File: src/logic/tpgil_regs.svh
// timing and sizing constants for the three-phase gate command controller
// assumes a single 250 MHz clock; all times are turned into cycle counts here
`ifndef TPGIL_REGS_SVH
`define TPGIL_REGS_SVH

////////////////////////////////////////////////////////////////////////////////
// clock and phase count
`define TPGIL_CLK_KHZ          250000
`define TPGIL_PHASES           3

////////////////////////////////////////////////////////////////////////////////
// switching times: least times round up to whole cycles
`define TPGIL_DEAD_NS          1500
`define TPGIL_MIN_PULSE_NS     500
`define TPGIL_DEAD_CYC         ((`TPGIL_DEAD_NS * `TPGIL_CLK_KHZ + 999999) / 1000000)
`define TPGIL_MIN_CYC          ((`TPGIL_MIN_PULSE_NS * `TPGIL_CLK_KHZ + 999999) / 1000000)

////////////////////////////////////////////////////////////////////////////////
// carrier: highest frequency gives the shortest period, rounded up
`define TPGIL_CARRIER_MAX_KHZ  20
`define TPGIL_CARRIER_CYC      ((`TPGIL_CLK_KHZ + `TPGIL_CARRIER_MAX_KHZ - 1) / `TPGIL_CARRIER_MAX_KHZ)

////////////////////////////////////////////////////////////////////////////////
// bootstrap charge at startup, short for small capacitors, long for the largest
`define TPGIL_CHARGE_SHORT_MS  500
`define TPGIL_CHARGE_LONG_MS   1000
`define TPGIL_CHARGE_SHORT_CYC (`TPGIL_CHARGE_SHORT_MS * `TPGIL_CLK_KHZ)
`define TPGIL_CHARGE_LONG_CYC  (`TPGIL_CHARGE_LONG_MS * `TPGIL_CLK_KHZ)

////////////////////////////////////////////////////////////////////////////////
// low-side off limit: capacitance in uF must exceed ratio times off time in s
`define TPGIL_BOOT_UF          10
`define TPGIL_BOOT_RATIO       800
`define TPGIL_LOFF_MAX_US      (`TPGIL_BOOT_UF * 1000000 / `TPGIL_BOOT_RATIO)
`define TPGIL_LOFF_MAX_CYC     (`TPGIL_LOFF_MAX_US * (`TPGIL_CLK_KHZ / 1000))

`endif

File: src/logic/tpgil_pkg.sv
// types shared by the gate command controller and its phase sequencer
// assumes nothing beyond the timing header
package tpgil_pkg;

  // per-phase switching states
  typedef enum logic [2:0] {
    PH_IDLE,
    PH_LOW_ON,
    PH_DEAD_H,
    PH_HIGH_ON,
    PH_DEAD_L
  } tpgil_phase_state_t;

  // whole state of one phase sequencer
  typedef struct packed {
    tpgil_phase_state_t st;
    logic [31:0]        tmr;
    logic [31:0]        loff;
    logic               hs;
    logic               ls;
  } tpgil_phase_q_t;

  // commands from the sequencer to one phase
  typedef struct packed {
    logic en;
    logic want_high;
    logic force_low;
    logic force_off;
  } tpgil_phase_ctl_t;

  // power sequencing states
  typedef enum logic [2:0] {
    CT_WAIT_SUPPLY,
    CT_CHARGE,
    CT_RUN,
    CT_STOP,
    CT_OFF
  } tpgil_ctrl_state_t;

  // whole state of the top controller
  typedef struct packed {
    tpgil_ctrl_state_t st;
    logic [31:0]       chg;
    logic [31:0]       car;
    logic              long_chg;
    logic              oe_n;
    logic              rel;
    logic              run;
  } tpgil_ctrl_q_t;

endpackage : tpgil_pkg

File: src/logic/tpgil_phase.sv
// one phase of the gate command generator: dead time, least pulse width,
// bootstrap refresh; assumes a synchronised active-low reset from the top
`timescale 1ns/1ps
`default_nettype none
`include "tpgil_regs.svh"

module tpgil_phase #(
  parameter int unsigned DEAD_CYC     = `TPGIL_DEAD_CYC,
  parameter int unsigned MIN_CYC      = `TPGIL_MIN_CYC,
  parameter int unsigned LOFF_MAX_CYC = `TPGIL_LOFF_MAX_CYC,
  parameter int unsigned REFRESH_CYC  = `TPGIL_LOFF_MAX_CYC - 2 * (`TPGIL_DEAD_CYC + `TPGIL_MIN_CYC)
) (
  // clock and reset
  input  wire logic                        mclk_i,
  input  wire logic                        rst_n_i,
  // commands
  input  wire tpgil_pkg::tpgil_phase_ctl_t ctl_i,
  // gate commands and status
  output logic                             high_side_cmd_o,
  output logic                             low_side_cmd_o,
  output logic                             idle_o
);

  tpgil_pkg::tpgil_phase_q_t     q;
  tpgil_pkg::tpgil_phase_q_t     d;
  tpgil_pkg::tpgil_phase_state_t nxt;
  logic                          want;
  logic                          stay_low;
  logic                          hold_ok;
  logic                          dead_ok;

  //////////////////////////////////////////////////////////////////////////////
  // next state: a side turns on only after a full dead interval with both off
  always_comb begin
    d        = q;
    hold_ok  = q.tmr >= 32'(MIN_CYC - 1);
    dead_ok  = q.tmr >= 32'(DEAD_CYC - 1);
    // drop the high request when the capacitor has gone too long uncharged
    want     = ctl_i.want_high && (q.loff < 32'(REFRESH_CYC));
    stay_low = ctl_i.force_off || ctl_i.force_low || !ctl_i.en || !want;
    nxt      = q.st;
    unique case (q.st)
      tpgil_pkg::PH_IDLE: begin
        if (q.tmr >= 32'(DEAD_CYC) && !ctl_i.force_off && (ctl_i.force_low || ctl_i.en)) begin
          nxt = tpgil_pkg::PH_LOW_ON;
        end
      end
      tpgil_pkg::PH_LOW_ON: begin
        if (hold_ok && ctl_i.force_off) begin
          nxt = tpgil_pkg::PH_IDLE;
        end else if (hold_ok && !stay_low) begin
          nxt = tpgil_pkg::PH_DEAD_H;
        end
      end
      tpgil_pkg::PH_DEAD_H: begin
        if (dead_ok) begin
          if (ctl_i.force_off) begin
            nxt = tpgil_pkg::PH_IDLE;
          end else if (stay_low) begin
            nxt = tpgil_pkg::PH_LOW_ON;
          end else begin
            nxt = tpgil_pkg::PH_HIGH_ON;
          end
        end
      end
      tpgil_pkg::PH_HIGH_ON: begin
        if (hold_ok && stay_low) begin
          nxt = tpgil_pkg::PH_DEAD_L;
        end
      end
      tpgil_pkg::PH_DEAD_L: begin
        if (dead_ok) begin
          nxt = ctl_i.force_off ? tpgil_pkg::PH_IDLE : tpgil_pkg::PH_LOW_ON;
        end
      end
      default: nxt = tpgil_pkg::PH_IDLE;
    endcase
    d.st   = nxt;
    d.tmr  = (nxt != q.st) ? 32'h0 : ((q.tmr == 32'hffffffff) ? q.tmr : q.tmr + 32'h1);
    d.hs   = (nxt == tpgil_pkg::PH_HIGH_ON);
    d.ls   = (nxt == tpgil_pkg::PH_LOW_ON);
    d.loff = d.ls ? 32'h0 : ((q.loff == 32'hffffffff) ? q.loff : q.loff + 32'h1);
  end

  // state register; reset leaves both sides off
  always_ff @(posedge mclk_i or negedge rst_n_i) begin
    if (!rst_n_i) begin
      q <= '0;
    end else begin
      q <= d;
    end
  end

  assign high_side_cmd_o = q.hs;
  assign low_side_cmd_o  = q.ls;
  assign idle_o          = (q.st == tpgil_pkg::PH_IDLE);

  //////////////////////////////////////////////////////////////////////////////
  // checking helpers: both-off gap and on-length of each side
  logic [31:0] gap_q;
  logic [31:0] hlen_q;
  logic [31:0] llen_q;

  always_ff @(posedge mclk_i or negedge rst_n_i) begin
    if (!rst_n_i) begin
      gap_q  <= 32'h0;
      hlen_q <= 32'h0;
      llen_q <= 32'h0;
    end else begin
      gap_q  <= (!q.hs && !q.ls) ? gap_q + 32'h1 : 32'h0;
      hlen_q <= q.hs ? hlen_q + 32'h1 : 32'h0;
      llen_q <= q.ls ? llen_q + 32'h1 : 32'h0;
    end
  end
endmodule : tpgil_phase
`default_nettype wire

File: src/logic/tpgil_ctrl.sv
// top of the three-phase gate command controller: power sequencing,
// bootstrap charge, carrier and per-phase duty compare
// assumes synchronous inputs from the motor control logic and a supply monitor
`timescale 1ns/1ps
`default_nettype none
`include "tpgil_regs.svh"

module tpgil_ctrl #(
  parameter int unsigned DUTY_W           = 16,
  parameter int unsigned CARRIER_CYC      = `TPGIL_CARRIER_CYC,
  parameter int unsigned CHARGE_SHORT_CYC = `TPGIL_CHARGE_SHORT_CYC,
  parameter int unsigned CHARGE_LONG_CYC  = `TPGIL_CHARGE_LONG_CYC,
  parameter int unsigned LOFF_MAX_CYC     = `TPGIL_LOFF_MAX_CYC
) (
  // clock and reset
  input  wire logic                                   mclk_i,
  input  wire logic                                   resetn_i,
  // power and run control
  input  wire logic                                   supply_good_i,
  input  wire logic                                   run_i,
  input  wire logic                                   charge_long_i,
  // per-phase duty, counts of the carrier period with high side requested
  input  wire logic [`TPGIL_PHASES-1:0][DUTY_W-1:0]   duty_i,
  // gate command pins
  output logic      [`TPGIL_PHASES-1:0]               high_side_cmd_o,
  output logic      [`TPGIL_PHASES-1:0]               low_side_cmd_o,
  output logic                                        cmd_oe_n_o,
  // status
  output logic                                        supply_release_o,
  output logic                                        running_o
);

  localparam int unsigned NPH      = `TPGIL_PHASES;
  localparam int unsigned DEAD_CYC = `TPGIL_DEAD_CYC;
  localparam int unsigned MIN_CYC  = `TPGIL_MIN_CYC;
  // leave room in every period for dead, low pulse and dead again
  localparam int unsigned DUTY_MAX = CARRIER_CYC - 2 * (DEAD_CYC + MIN_CYC);
  // refresh early enough that the forced low-side turn-on lands inside the limit
  localparam int unsigned REFRESH_CYC = LOFF_MAX_CYC - 2 * (DEAD_CYC + MIN_CYC);

  localparam tpgil_pkg::tpgil_ctrl_q_t RESET_Q = '{
    st:       tpgil_pkg::CT_WAIT_SUPPLY,
    chg:      32'h0,
    car:      32'h0,
    long_chg: 1'b0,
    oe_n:     1'b1,
    rel:      1'b0,
    run:      1'b0
  };

  //////////////////////////////////////////////////////////////////////////////
  // reset release through two flip-flops; assertion stays asynchronous
  logic [1:0] rst_sync_q;
  logic       rst_n;

  always_ff @(posedge mclk_i or negedge resetn_i) begin
    if (!resetn_i) begin
      rst_sync_q <= 2'h0;
    end else begin
      rst_sync_q <= {rst_sync_q[0], 1'b1};
    end
  end

  assign rst_n = rst_sync_q[1];

  //////////////////////////////////////////////////////////////////////////////
  // state
  tpgil_pkg::tpgil_ctrl_q_t q;
  tpgil_pkg::tpgil_ctrl_q_t d;
  logic [NPH-1:0]           hs_w;
  logic [NPH-1:0]           ls_w;
  logic [NPH-1:0]           idle_w;
  logic                     all_low_on;
  logic                     all_idle;
  logic [31:0]              chg_tgt;

  assign all_low_on = &ls_w;
  assign all_idle   = (&idle_w) && (hs_w == '0) && (ls_w == '0);
  assign chg_tgt    = q.long_chg ? 32'(CHARGE_LONG_CYC) : 32'(CHARGE_SHORT_CYC);

  //////////////////////////////////////////////////////////////////////////////
  // sequencing: wait for supply, charge, run, stop, released
  always_comb begin
    d = q;
    // sawtooth carrier, period never shorter than the fastest allowed
    d.car = (q.car >= 32'(CARRIER_CYC - 1)) ? 32'h0 : q.car + 32'h1;
    unique case (q.st)
      tpgil_pkg::CT_WAIT_SUPPLY: begin
        d.oe_n = 1'b1;
        d.rel  = 1'b0;
        if (supply_good_i && run_i) begin
          d.st       = tpgil_pkg::CT_CHARGE;
          d.oe_n     = 1'b0;
          d.chg      = 32'h0;
          d.long_chg = charge_long_i;
        end
      end
      tpgil_pkg::CT_CHARGE: begin
        if (!run_i || !supply_good_i) begin
          d.st = tpgil_pkg::CT_STOP;
        end else if (all_low_on) begin
          // only time with every low side actually on counts as charging
          if (q.chg >= chg_tgt - 32'h1) begin
            d.st  = tpgil_pkg::CT_RUN;
            d.run = 1'b1;
          end else begin
            d.chg = q.chg + 32'h1;
          end
        end
      end
      tpgil_pkg::CT_RUN: begin
        if (!run_i || !supply_good_i) begin
          d.st  = tpgil_pkg::CT_STOP;
          d.run = 1'b0;
        end
      end
      tpgil_pkg::CT_STOP: begin
        // supply may only be lowered once every command line sits low
        if (all_idle) begin
          d.st  = tpgil_pkg::CT_OFF;
          d.rel = 1'b1;
        end
      end
      tpgil_pkg::CT_OFF: begin
        if (!supply_good_i) begin
          d.st   = tpgil_pkg::CT_WAIT_SUPPLY;
          d.oe_n = 1'b1;
          d.rel  = 1'b0;
        end else if (run_i) begin
          d.st       = tpgil_pkg::CT_CHARGE;
          d.rel      = 1'b0;
          d.chg      = 32'h0;
          d.long_chg = charge_long_i;
        end
      end
      default: d = RESET_Q;
    endcase
  end

  // state register
  always_ff @(posedge mclk_i or negedge rst_n) begin
    if (!rst_n) begin
      q <= RESET_Q;
    end else begin
      q <= d;
    end
  end

  //////////////////////////////////////////////////////////////////////////////
  // phases: duty compare against the carrier, clamped so low side runs each period
  for (genvar i = 0; i < NPH; i++) begin : g_phase
    tpgil_pkg::tpgil_phase_ctl_t ctl;

    assign ctl.en        = (q.st == tpgil_pkg::CT_RUN);
    assign ctl.want_high = (q.car < 32'(duty_i[i])) && (q.car < 32'(DUTY_MAX));
    assign ctl.force_low = (q.st == tpgil_pkg::CT_CHARGE);
    assign ctl.force_off = (q.st == tpgil_pkg::CT_STOP) || (q.st == tpgil_pkg::CT_OFF)
                           || (q.st == tpgil_pkg::CT_WAIT_SUPPLY);

    tpgil_phase #(
      .DEAD_CYC     (DEAD_CYC),
      .MIN_CYC      (MIN_CYC),
      .LOFF_MAX_CYC (LOFF_MAX_CYC),
      .REFRESH_CYC  (REFRESH_CYC)
    ) u_phase (
      .mclk_i          (mclk_i),
      .rst_n_i         (rst_n),
      .ctl_i           (ctl),
      .high_side_cmd_o (hs_w[i]),
      .low_side_cmd_o  (ls_w[i]),
      .idle_o          (idle_w[i])
    );
  end

  // outputs come straight from the phase and state flip-flops
  assign high_side_cmd_o  = hs_w;
  assign low_side_cmd_o   = ls_w;
  assign cmd_oe_n_o       = q.oe_n;
  assign supply_release_o = q.rel;
  assign running_o        = q.run;
endmodule : tpgil_ctrl
`default_nettype wire

File: config.mk
export PLATFORM = sky130hd
export DESIGN_NAME = tpgil_ctrl
export DESIGN_NICKNAME = d
export VERILOG_FILES = /design/src/logic/tpgil_pkg.sv /design/src/logic/tpgil_phase.sv /design/src/logic/tpgil_ctrl.sv
export VERILOG_INCLUDE_DIRS = /design/src /design/src/logic
export SDC_FILE = /design/constraint.sdc
export NUM_CORES = 1
export LEC_CHECK = 0
export ABC_AREA = 1
export BUFFER_PORTS_ARGS = -buffer_cell sky130_fd_sc_hd__buf_2
export CAP_MARGIN = 15
export CORE_ASPECT_RATIO = 1.1
export CORE_MARGIN = 2
export CORE_UTILIZATION = 54
export CTS_CLUSTER_DIAMETER = 50
export DETAILED_ROUTE_END_ITERATION = 8
export PLACE_DENSITY = 0.74
export SYNTH_ARGS = -nofsm -noshare
export SYNTH_HDL_FRONTEND = slang
export SYNTH_SLANG_ARGS = --single-unit
File: constraint.sdc
create_clock -name mclk_i -period 8.19 [get_ports mclk_i]
set_input_delay 1.2285 -clock mclk_i [delete_from_list [all_inputs] [get_ports mclk_i]]
set_output_delay 1.2285 -clock mclk_i [all_outputs]
set_load 0.05 [all_outputs]
==> results.cfg <==
[synth]
avgSynthCellArea_um2 = 7.178
ys_seq_elements = 280
ys_warn_count = 0
synth_area_leaders = dfrtp_1 39%, nand2_1 12%, nor2_1 8.4%, inv_1 7.1%, xor2_1 4.9%
yosysTopAreaCellShare_pct = 38.63
yosysSeqAreaShare_pct = 38.77
yosysMostFrequentCell = nand2_1
synthArstFlopShare_pct = 100.0
syn_area_um2 = 18070
synth_flop_cell = dfrtp_1
synth_edf_count = 0
synth_commonest_cells = 573 x nand2_1, 403 x nor2_1, 343 x inv_1
syn_inst = 2518
synth_area_leader_cell = dfrtp_1
synth.distinct_cells = 55

[route]
drt_wl_total_um = 43690
drc = 0
ant_nets = 0
via_per_inst = 5.385
drt_iter0_markers = 1159
wl_per_cell_um = 14.29
vias = 16460
first_pass_iters = 5

[final_layout]
fillers = 3005
regArea_um2 = 7012
area_growth_pct = 10.88
stdcell_area_um2 = 20040
drive_above_1_share_pct = 7.429
multi_input_area_um2 = 9512
diodes = 0
finalNetCount = 2720

[clock_network]
clkTransAtPathRegs_ns = 0.06
clock_path_buffers = 3
cts_buffers = 37
cts_resized = 0
cts_tree = built
post_cts_buffers = 0
numClockSinks = 280
cts_hold_repair.buffers = 0
cts.htree.levels = 2
insertion_delay_ns = 0.53
root_buffer = clkbuf_16

[power_and_ir_drop]
leakagePower_nw = 9.555
power_density_nw_per_um2 = 177.7
ir_drop_v = 0.0001735

[timing]
relSlewSlack_pct = 24.61
rsz0062_at_grt = no
fin_skew_ns = 0.01848
min_period_ns = 3.481
hold_violations = 0
max_freq_mhz = 287.3
worstMarginPinSlew_ns = 1.128
final-setup-viol-count = 0
period_share_pct = 42.50
tns_ns = 0
drv_slew = 0

[worst_setup_path]
worstPathCellList = buf_2, inv_1, ha_1, nand2_1, nor2_1, nand3_1, nor2_1, nand2_1, nand3_2, nand2_1, nand2_2, nand2_2, a21oi_2, nand2_2, nand2_2, o21ai_0
start_kind = input port
cp_num_buf_inv = 2
path_delay_family = simple AND/OR/NAND/NOR gates
endpoint_kind = flop
crit_type = input port to flop
required_ns = 8.56
max_stage_delay_ns = 0.51
cpMostUsedCell = nand2_2
slowest_stage = nand2_2
crit_arrival_ns = 3.85
cp_max_fo = 26

[status]
outcome = finished clean

[global_routing]
antenna_found_initial = 1
overflow = 0
grt_max_degree = 78
grt_pass1_wl_um = 75330
grtUsageTotal_pct = 26.02
grt_pass1_vias = 16230

[place]
hpwl_um = 32410
postPlaceCellArea_um2 = 18740
port_buffers = 61
gp_congestion = 0.9570

[floorplanning]
die_area_um2 = 34950
fp-row-count = 70
die_h_um = 195.9
die_w_um = 178.4
initial_core_util_pct = 54.59
coreArea_um2 = 33110
io_pins = 62

[min_path]
hold_class = flop to flop

[run]
maxCapViolations = 0
-- worst reg2reg max path, cell delays in order, from the launching register on --
cell	delay, ns
dfrtp_1	0.52
ha_1	0.37
nand2_1	0.06
nor2_1	0.27
nand3_1	0.12
nor2_1	0.11
nand2_1	0.10
nand3_2	0.10
nand2_1	0.06
nand2_2	0.11
nand2_2	0.07
a21oi_2	0.18
nand2_2	0.31
nand2_2	0.51
o21ai_0	0.19
-- flip-flops by register name, indices dropped and copies added (netlist names) --
register	count
q	68
supply_release_o	1
g_phase.u_phase.high_side_cmd_o	3
running_o	1
g_phase.u_phase.low_side_cmd_o	3
rst_sync_q	2
g_phase.u_phase.q	201
cmd_oe_n_o	1
-- cell type report --
| type | instances | area share [%] |
|---|---|---|
| Clock buffer | 45 | 5.182 |
| Clock inverter | 21 | 1.330 |
| Inverter | 354 | 6.630 |
| Multi-Input combinational cell | 1859 | 47.46 |
| Sequential cell | 280 | 34.99 |
| Tap cell | 432 | 2.697 |
| Timing Repair Buffer | 66 | 1.711 |
-- cell families after synthesis --
logic type	after synthesis	synth area share (%)
simple gates	1438	34.66
buf+inv	396	8.951
flops	280	38.77
compound gates	196	6.148
xor+xnor	136	6.591
fa+ha+maj	69	4.777
other cells	2	0.04155
mux	1	0.05538
-- metrics by stage --
step / std cells / utilization [%] / hold WS [ns] / power [W] / setup slack, ns
after global routing: 3057 / 60.53 / 0.3538 / 0.003718 / 4.454
after floorplan: 2535 / - / 0.3311 / 0.001768 / 3.603
after global placement: 2991 / 56.59 / 0.3439 / 0.001871 / 4.327
final: 3057 / 60.53 / 0.3411 / 0.003560 / 4.709
after detailed placement: 2991 / 56.59 / 0.3418 / 0.001883 / 4.212
after CTS: 3057 / 60.53 / 0.3440 / 0.003594 / 4.770
-- power breakdown --
| part | switching (W) | internal [W] |
|---|---|---|
| clock network | 0.000653 | 0.00105 |
| logic | 0.000328 | 0.0000972 |
| registers | 0.0000305 | 0.00141 |
-- worst paths after layout --
kind                                    startpoint                                    to  slack (ns)  cells after the start
max                                     duty_i[15]  g_phase[0].u_phase.q[18]$_DFFE_PN0P_        4.71                     16
min                        rst_sync_q[0]$_DFF_PN0_               rst_sync_q[1]$_DFF_PN0_        0.34                      0
max reg2reg                        q[17]$_DFF_PN0_  g_phase[0].u_phase.q[18]$_DFFE_PN0P_        4.93                     14
min reg2reg                rst_sync_q[0]$_DFF_PN0_               rst_sync_q[1]$_DFF_PN0_        0.34                      0
max in group asynchronous  rst_sync_q[1]$_DFF_PN0_   g_phase[2].u_phase.q[4]$_DFFE_PN0P_        6.32                      1
min in group asynchronous  rst_sync_q[1]$_DFF_PN0_  g_phase[1].u_phase.q[19]$_DFFE_PN0P_        0.41                      0
-- layout by cell type, fill, tap and decap left out, types with 6 or more instances in the layout --
cell type,n
nor3_1,147
nand4_1,70
nor4_1,29
ha_1,69
xnor2_1,35
a31oi_1,9
nand2_2,12
nand3_1,160
xor2_1,101
dfrtp_1,278
inv_1,343
inv_2,11
a21oi_1,35
clkbuf_16,39
nor2_2,14
nor2_1,403
o21ai_0,102
nand2_1,573
o21ai_1,10
buf_2,61
o22ai_1,6
conb_1,19
nand3_2,8
-- routing by layer --
layer / vias to the layer above / track usage, % / wire length [µm]
met2: 431 / 43.44 / 20600
li1: 8261 / - / -
met4: 0 / 8.732 / 1372
met1: 7673 / 34.96 / 19480
met5: - / 0 / 0
met3: 98 / 3.275 / 2233
(Power assumes the default switching activity.)
